$ cat src/shared/cbcg_pkg.sv
// Constants and types for the card bus configuration cycle gate
package cbcg_pkg;
    // ==========================================================
    // Bus field layout
    localparam int CBCG_AD_W = 32;
    localparam int CBCG_CBE_W = 4;
    localparam int CBCG_FUNC_HI = 10;
    localparam int CBCG_FUNC_LO = 8;
    localparam int CBCG_WORD_HI = 7;
    localparam int CBCG_WORD_LO = 2;
    localparam int CBCG_FUNC_W = CBCG_FUNC_HI - CBCG_FUNC_LO + 1;
    localparam int CBCG_WORD_W = CBCG_WORD_HI - CBCG_WORD_LO + 1;
    // ==========================================================
    // Bus commands
    localparam logic [CBCG_CBE_W-1:0] CBCG_CMD_CFG_RD = 4'hA;
    localparam logic [CBCG_CBE_W-1:0] CBCG_CMD_CFG_WR = 4'hB;
    // ==========================================================
    // Reset and fixed levels
    localparam logic CBCG_GATE_PASS = 1'h0;
    localparam logic CBCG_GATE_BLOCK = 1'h1;
    localparam logic CBCG_CLKRUN_LEVEL = 1'h0;
    // ==========================================================
    // Gate sequencer states
    typedef enum logic [3:0] {
        CBCG_ST_IDLE = 4'h1,
        CBCG_ST_WAIT = 4'h2,
        CBCG_ST_ARMED = 4'h4,
        CBCG_ST_BUSY = 4'h8
    } cbcg_state_t;
endpackage

$ cat src/design/cbcg_gate.sv
// Configuration cycle gate for a directly attached card bus card
`timescale 1ns/100ps
module cbcg_gate
    import cbcg_pkg::*;
(
    input wire logic clk,
    input wire logic rst,
    input wire logic host_frame_n,
    input wire logic host_irdy_n,
    input wire logic [CBCG_CBE_W-1:0] host_cbe_n,
    input wire logic [CBCG_AD_W-1:0] card_addr_data_bus,
    input wire logic cfg_arm,
    input wire logic cfg_for_card,
    input wire logic host_shared_irq_n,
    input wire logic card_is_master,
    output logic init_device_select,
    output logic cfg_armed,
    output logic cfg_seen,
    output logic cfg_passed,
    output logic cfg_misrouted,
    output logic [CBCG_FUNC_W-1:0] cfg_func,
    output logic [CBCG_WORD_W-1:0] cfg_word,
    output logic irq_active,
    output logic card_type_master,
    output logic arb_slot_en,
    output logic clock_run_request_n_o,
    output logic clock_run_request_n_oe
);
    // ==========================================================
    // Declarations
    cbcg_state_t state_ff, nxt_state;
    logic gate_ff, nxt_gate;
    logic target_card_ff, nxt_target_card;
    logic frame_prev_ff;
    logic seen_ff, nxt_seen;
    logic passed_ff, nxt_passed;
    logic mis_ff, nxt_mis;
    logic [CBCG_FUNC_W-1:0] func_ff, nxt_func;
    logic [CBCG_WORD_W-1:0] word_ff, nxt_word;
    logic irq_ff;
    logic type_ff, nxt_type;
    logic type_done_ff;
    logic addr_phase;
    logic is_cfg;
    logic [CBCG_FUNC_W-1:0] dec_func;
    logic [CBCG_WORD_W-1:0] dec_word;
    logic bus_idle;
    logic armed_ff, nxt_armed;

    // ==========================================================
    // Address phase decode
    cbcg_addr_decode u_dec (
        .frame_n_prev(frame_prev_ff),
        .frame_n(host_frame_n),
        .cbe_n(host_cbe_n),
        .ad(card_addr_data_bus),
        .addr_phase(addr_phase),
        .is_cfg(is_cfg),
        .func(dec_func),
        .word(dec_word)
    );

    // Bus is idle with frame and initiator ready both released
    assign bus_idle = host_frame_n & host_irdy_n;

    // ==========================================================
    // Gate sequencer
    always_comb begin
        nxt_state = state_ff;
        nxt_gate = gate_ff;
        nxt_target_card = target_card_ff;
        nxt_seen = 1'h0;
        nxt_passed = 1'h0;
        nxt_mis = 1'h0;
        nxt_func = func_ff;
        nxt_word = word_ff;
        if (addr_phase && is_cfg) begin
            nxt_seen = 1'h1;
            nxt_func = dec_func;
            nxt_word = dec_word;
            nxt_passed = (gate_ff == CBCG_GATE_PASS);
        end
        case (state_ff)
            CBCG_ST_IDLE: begin
                if (cfg_arm) begin
                    nxt_target_card = cfg_for_card;
                    nxt_state = CBCG_ST_WAIT;
                end
                // Unannounced configuration cycle still reaches the card
                if (addr_phase && is_cfg) begin
                    nxt_mis = 1'h1;
                end
            end
            CBCG_ST_WAIT: begin
                if (bus_idle) begin
                    nxt_gate = target_card_ff ? CBCG_GATE_PASS : CBCG_GATE_BLOCK;
                    nxt_state = CBCG_ST_ARMED;
                end
            end
            CBCG_ST_ARMED: begin
                if (addr_phase) begin
                    nxt_state = CBCG_ST_BUSY;
                    if (!is_cfg) begin
                        nxt_mis = 1'h1;
                    end
                end
            end
            CBCG_ST_BUSY: begin
                if (bus_idle) begin
                    nxt_gate = CBCG_GATE_PASS;
                    nxt_state = CBCG_ST_IDLE;
                end
            end
            default: begin
                nxt_gate = CBCG_GATE_PASS;
                nxt_state = CBCG_ST_IDLE;
            end
        endcase
        // Armed flag registered so the output comes from a flop
        nxt_armed = (nxt_state == CBCG_ST_ARMED);
    end

    always_ff @(posedge clk) begin
        if (rst) begin
            state_ff <= CBCG_ST_IDLE;
            gate_ff <= CBCG_GATE_PASS;
            target_card_ff <= 1'h0;
            seen_ff <= 1'h0;
            passed_ff <= 1'h0;
            mis_ff <= 1'h0;
            armed_ff <= 1'h0;
            func_ff <= '0;
            word_ff <= '0;
        end else begin
            state_ff <= nxt_state;
            gate_ff <= nxt_gate;
            target_card_ff <= nxt_target_card;
            seen_ff <= nxt_seen;
            passed_ff <= nxt_passed;
            mis_ff <= nxt_mis;
            armed_ff <= nxt_armed;
            func_ff <= nxt_func;
            word_ff <= nxt_word;
        end
    end

    // ==========================================================
    // Frame history and shared interrupt sampling
    always_ff @(posedge clk) begin
        if (rst) begin
            frame_prev_ff <= 1'h1;
            irq_ff <= 1'h0;
        end else begin
            frame_prev_ff <= host_frame_n;
            irq_ff <= ~host_shared_irq_n;
        end
    end

    // ==========================================================
    // Card type captured once after reset release
    always_comb begin
        nxt_type = type_done_ff ? type_ff : card_is_master;
    end

    always_ff @(posedge clk) begin
        if (rst) begin
            type_ff <= 1'h0;
            type_done_ff <= 1'h0;
        end else begin
            type_ff <= nxt_type;
            type_done_ff <= 1'h1;
        end
    end

    // ==========================================================
    // Outputs
    assign init_device_select = gate_ff;
    assign cfg_armed = armed_ff;
    assign cfg_seen = seen_ff;
    assign cfg_passed = passed_ff;
    assign cfg_misrouted = mis_ff;
    assign cfg_func = func_ff;
    assign cfg_word = word_ff;
    assign irq_active = irq_ff;
    assign card_type_master = type_ff;
    assign arb_slot_en = type_ff;
    assign clock_run_request_n_o = CBCG_CLKRUN_LEVEL;
    assign clock_run_request_n_oe = type_done_ff | ~type_done_ff;
endmodule

$ cat src/design/cbcg_addr_decode.sv
// Address phase decoder for configuration cycles
`timescale 1ns/100ps
module cbcg_addr_decode
    import cbcg_pkg::*;
(
    input wire logic frame_n_prev,
    input wire logic frame_n,
    input wire logic [CBCG_CBE_W-1:0] cbe_n,
    input wire logic [CBCG_AD_W-1:0] ad,
    output logic addr_phase,
    output logic is_cfg,
    output logic [CBCG_FUNC_W-1:0] func,
    output logic [CBCG_WORD_W-1:0] word
);
    // ==========================================================
    // Start of transaction and field split
    always_comb begin
        addr_phase = frame_n_prev & ~frame_n;
        is_cfg = (cbe_n == CBCG_CMD_CFG_RD) || (cbe_n == CBCG_CMD_CFG_WR);
        func = ad[CBCG_FUNC_HI:CBCG_FUNC_LO];
        word = ad[CBCG_WORD_HI:CBCG_WORD_LO];
    end
endmodule

$ cat config.mk
export PLATFORM = sky130hd
export DESIGN_NAME = cbcg_gate
export DESIGN_NICKNAME = d
export VERILOG_FILES = /design/src/shared/cbcg_pkg.sv /design/src/design/cbcg_gate.sv /design/src/design/cbcg_addr_decode.sv
export SDC_FILE = /design/constraint.sdc
export NUM_CORES = 1
export LEC_CHECK = 0
export BUFFER_PORTS_ARGS = -buffer_cell sky130_fd_sc_hd__buf_2
export CAP_MARGIN = 20
export CORE_AREA = 3 3 56 64
export CTS_CLUSTER_DIAMETER = 100
export DETAILED_ROUTE_END_ITERATION = 7
export DIE_AREA = 0 0 59 67
export HOLD_SLACK_MARGIN = 0.08
export PLACE_DENSITY_LB_ADDON = 0.05
export SETUP_SLACK_MARGIN = 0.02
export SLEW_MARGIN = 15
export SYNTH_ARGS = -nofsm -noshare
export SYNTH_HDL_FRONTEND = slang
export SYNTH_HIERARCHICAL = 1
export SYNTH_SLANG_ARGS = --single-unit
$ cat constraint.sdc
create_clock -name clk -period 1.89 [get_ports clk]
set_clock_uncertainty 0.1 [all_clocks]
set_input_delay 0.0945 -clock clk [delete_from_list [all_inputs] [get_ports clk]]
set_output_delay 0.0945 -clock clk [all_outputs]
set_load 0.1 [all_outputs]
## Word-level counts from Yosys, hierarchy flattened

Index checks and enable logic that the tools add are counted.

- Multipliers: 0
- Multiplexer cells: 14
- Add/subtract/negate cells: 0
- Div/mod/pow operators: 0
- Bitwise operators: 7
- Order comparisons: 0
- Reduce and logical (&&, ||, !) cells: 6
- Equality and inequality tests: 9
- Shift operators: 0

Operators by type and width:

| operator | number |
|---|---|
| two-way mux 4 bit | 4 |
| case mux 4 bit (4 select lines) | 1 |
| equality test 4 bit (second input constant) | 3 |
| equality test 4 x 3 -> 1 bit (second input constant) | 2 |
| two-way mux 1 bit | 7 |
| inverter 1 bit | 5 |
| equality test 4 x 1 -> 1 bit (second input constant) | 1 |
| equality test 4 x 2 -> 1 bit (second input constant) | 1 |
| inequality test 2 bit (second input constant) | 2 |
| OR reduction 2 bit | 2 |
| case mux 1 bit (3 select lines) | 1 |
| AND reduction 3 bit | 1 |
| AND 1 bit | 2 |
| case mux 1 bit (2 select lines) | 1 |
| AND reduction 2 bit | 1 |
| logical AND 1 bit | 1 |
| logical OR 1 bit | 1 |

- Memories: 0
- Bits in registers: 23
- Latch bits: 0
- Memory bits (writable): 0
- Input bits: 44
- ROM bits: 0
- Output and inout bits: 19

## Logic depth before layout (Yosys ltp)

- Depth after elaboration: 5
- Depth in mapped cells: 5
- Gate-level depth less buffers: 4

## By module

The synthesis kept the hierarchy.

Modules (own cells, without submodules):

| module | sequential area each (um2) | cells each | area each (um2) | instances |
|---|---|---|---|---|
| cbcg_gate | 460.4 | 107 | 952.2 | 1 |
| cbcg_addr_decode | 0.0 | 11 | 82.6 | 1 |

## Worst setup path after synthesis

OpenSTA, ideal clock, no wires.

- Path type: register to output
- Start point: register type_ff (netlist: arb_slot_en)
- End point: output port card_type_master
- Stages on the path, launching flop included: 2
- Data required time: 1.696 ns
- Slack: 0.322 ns
- Buffers on the path: 1
- Arrival: 1.373 ns
- Cell sequence: dfxtp_1 > buf_4

RTL lines:

| element | RTL line | RTL |
|---|---|---|
| from (decl) | cbcg_gate.sv:41 | `logic type_ff, nxt_type;` |
| from (signal assigned) | cbcg_gate.sv:170 | `type_ff <= nxt_type;` |
| to (decl) | cbcg_gate.sv:24 | `output logic card_type_master,` |

No word-level cell between the ends.

## Final worst setup path

- Start point: input port host_frame_n
- End point: register gate_ff (netlist: init_device_select)

- Longest elaborated chain between the ends: 3
- Elaborated cells on any way between the ends: 4
- Those cells by class: eq/ne: 2; bitwise: 1; reduce/logical: 1

RTL lines:

| element | RTL line | RTL |
|---|---|---|
| from (decl) | cbcg_gate.sv:8 | `input wire logic host_frame_n,` |
| AND 1 bit (*) | cbcg_gate.sv:64 | `assign bus_idle = host_frame_n & host_irdy_n;` |
| inequality test 2 bit (no source line) | n/a |  |
| AND reduction 3 bit (no source line) (*) | n/a |  |
| to (signal assigned) | cbcg_gate.sv:136 | `gate_ff <= nxt_gate;` |
| to (decl) | cbcg_gate.sv:32 | `logic gate_ff, nxt_gate;` |

Every way passes the cells marked *; elsewhere a longest branch is shown, timed or not.
A chain may end at the register's enable or synchronous reset.

==> impl_metrics.tcl <==
set metrics [dict create \
    seq_area_frac_synth_pct 44.5 \
    syn_avg_cell_area_um2 8.77 \
    multiInputGateArea_um2 422 \
    hp-class "in -> reg" \
    clk_latency_ns 0.30 \
    critPathCaptureType "flip-flop" \
    numCtsBuffers 3 \
    syn_to_final_growth_pct 25.3 \
    clockPowerShare_pct 23.5 \
    die_h_um 67 \
    yosysUniqueCellTypes 33 \
    max_freq_mhz 631 \
    min_period_ns 1.58 \
    antenna_found_initial 0 \
    fin_util_pct 43.3 \
    ys_dominant_reg_cell "dfxtp_1" \
    drt-initial-drc-count 43 \
    rows 21 \
    finalSetupTns_ns 0 \
    nFillCells 321 \
    syn_nets 162 \
    power_density_nw_per_um2 730 \
    rsz0062_at_grt "no" \
    drive_gt1_share_pct 28.8 \
    worstPathRequired_ns 2.01 \
    wl_mm 2.10 \
    startpoint_type "input pin" \
    leakage_nw 0.573 \
    htreeDepth 1 \
    dr.pass1.iters 4 \
    cts_post_setup_buffers_inserted 0 \
    max_stage_delay_ns 0.53 \
    peakVddDrop_v 0.000335 \
    worstPathCellList "dlygate4sd3_1 > buf_2 > and2_1 > or4_1 > a311oi_1" \
    core_um2 3000 \
    ys_async_sr_fraction_pct 0 \
    regArea_um2 460 \
    finalHoldViolations 0 \
    crit_arrival_ns 1.71 \
    dp_cells 168 \
    cts_root_buf "clkbuf_4" \
    start_util_pct 34.5 \
    n_antenna_cell 0 \
    layout.nets 198 \
    dieArea_um2 3950 \
    synth_edf_count 0 \
    slowest_stage "dlygate4sd3_1" \
    top_level_ports 63 \
    portBuffers 36 \
    grtUsageMet2_pct 22.1 \
    p_sw_uw 288 \
    overflow 0 \
    dp_hpwl_mm 1.50 \
    die_w_um 59 \
    stdcell_count 187 \
    grt_use_total_pct 12.5 \
    syn_inst 118 \
    clock_path_buffers 2 \
    ys_ff_latch 23 \
    grt_max_degree 24 \
    cts_tree "done" \
    via_per_inst 4.64 \
    pwr-share-comb_pct 21.6 \
    ys_warn_count 6 \
    cp_max_fo 5 \
    wl_per_cell_um 11.3 \
    status "finished, final reports clean" \
    p_seq_share_pct 55.0 \
    finalCritPeriodShare_pct 83.8 \
    cts_sinks 23 \
    report.final.slew_viol_count 0 \
    grt.met1_usage_pct 14.3 \
    globalRoute.busiestLayer "met2" \
    synth_area_um2 1030 \
    internal_power_uw 658 \
    worst_slew_pin_slew_ns 0.522 \
    slew_headroom_pct 64.7 \
    first_global_vias 917 \
    swShare_pct 30.5 \
    grt_pass1_wl_mm 3.80 \
    timing.max_cap.violations 0 \
    gp_congestion 0.723 \
    crit_type "in -> reg" \
    setup_viol 0 \
    met3_usage_pct 2.52 \
    drcViolationCount 0 \
    path_clk_slew_ns 0.12 \
    final_antenna_net_count 0 \
    dr_total_vias 868 \
]
[through the flow]
step | area [µm²] | power, mW | hold WS, ns | setup WS (ns)
after floorplan | 1030 | 0.695 | 0.0634 | 0.322
after global placement | 1120 | 0.713 | 0.153 | 0.343
after detailed placement | 1120 | 0.714 | 0.163 | 0.357
after CTS | 1300 | 0.961 | 0.152 | 0.306
after global routing | 1300 | 0.995 | 0.149 | 0.206
final | 1300 | 0.946 | 0.138 | 0.305
[placed cells by master (no fill, tap or decap), types with 2 or more instances in the layout]
cell type and n:
a21oi_1 10, a22oi_1 2, a31oi_1 3, and2_1 2
and3b_1 2, buf_2 36, clkbuf_4 3, conb_1 2
dfxtp_1 23, dlygate4sd3_1 15, inv_1 4, mux2i_1 2
nand2_1 20, nor2_1 5, nor3_1 2, nor4b_1 3
o21ai_0 2, or2_2 2
[worst paths after layout]
check	startpoint	to	slack [ns]	cells after the start
max	host_frame_n	init_device_select$_SDFFE_PP0P_	0.31	5
min	host_irdy_n	state_ff[3]$_SDFF_PP0_	0.14	4
max reg2reg	state_ff[1]$_SDFF_PP0_	state_ff[1]$_SDFF_PP0_	0.34	2
min reg2reg	cfg_func[0]$_SDFFE_PP0N_	cfg_func[0]$_SDFFE_PP0N_	0.36	2
[layer usage]
metal / up-vias / part of all wire [%]
met5: - / 0
met4: 0 / 1.1
met3: 2 / 6.2
met2: 25 / 46
met1: 383 / 46
li1: 458 / -
[synth_stat cells, types with 2 or more instances]
master | instances | area, µm²
dfxtp_1 | 23 | 460
nand2_1 | 20 | 75.1
buf_4 | 12 | 90.1
a21oi_1 | 10 | 50.1
nor2_1 | 5 | 18.8
clkbuf_1 | 4 | 15.0
inv_1 | 4 | 15.0
a31oi_1 | 3 | 18.8
nor4b_1 | 3 | 26.3
a22oi_1 | 2 | 15.0
and2_1 | 2 | 12.5
and3b_1 | 2 | 17.5
buf_2 | 2 | 10.0
buf_6 | 2 | 22.5
conb_1 | 2 | 7.51
mux2i_1 | 2 | 20.0
nor3_1 | 2 | 10.0
o21ai_0 | 2 | 10.0
or2_2 | 2 | 12.5
[cell type report]
class	instances	area share, %
clock buffers	4	2.03
inverters	4	1.16
multi-input cells	71	32.5
flip-flops and latches	23	35.5
well taps	34	3.28
repair buffers	51	25.5
[sequential cells by signal (all words and copies together), names as in the netlist]
register / count
state_ff: 4
cfg_word: 6
arb_slot_en: 1
cfg_seen: 1
frame_prev_ff: 1
type_done_ff: 1
init_device_select: 1
irq_active: 1
cfg_passed: 1
cfg_misrouted: 1
cfg_armed: 1
cfg_func: 3
target_card_ff: 1
[power by group through the flow]
stage	logic (mW)	registers, mW	clock network (mW)
after floorplan	0.126	0.569	0
after global placement	0.182	0.531	0
after detailed placement	0.183	0.531	0
after CTS	0.207	0.520	0.235
after global routing	0.222	0.524	0.249
final	0.204	0.520	0.222
[cell families after synthesis]
family | count (synthesis) | synth area share (%)
mux | 2 | 1.93
flops | 23 | 44.5
simple gates | 42 | 21.9
buf+inv | 24 | 14.8
other cells | 2 | 0.726
compound gates | 23 | 14.5
xor+xnor | 2 | 1.69
[critical path, delay by kind of cell]
| family | cells | cell delay [ns] |
|---|---|---|
| compound gates | 1 | 0.26 |
| buf+inv | 2 | 0.67 |
| simple gates | 2 | 0.69 |
[timing repair]
action / CTS / global route
hold buffers: 15 / 0
endpoints found under the hold margin: 15 / 0
gates resized for setup: 0 / 0
(Power assumes the default switching activity.)
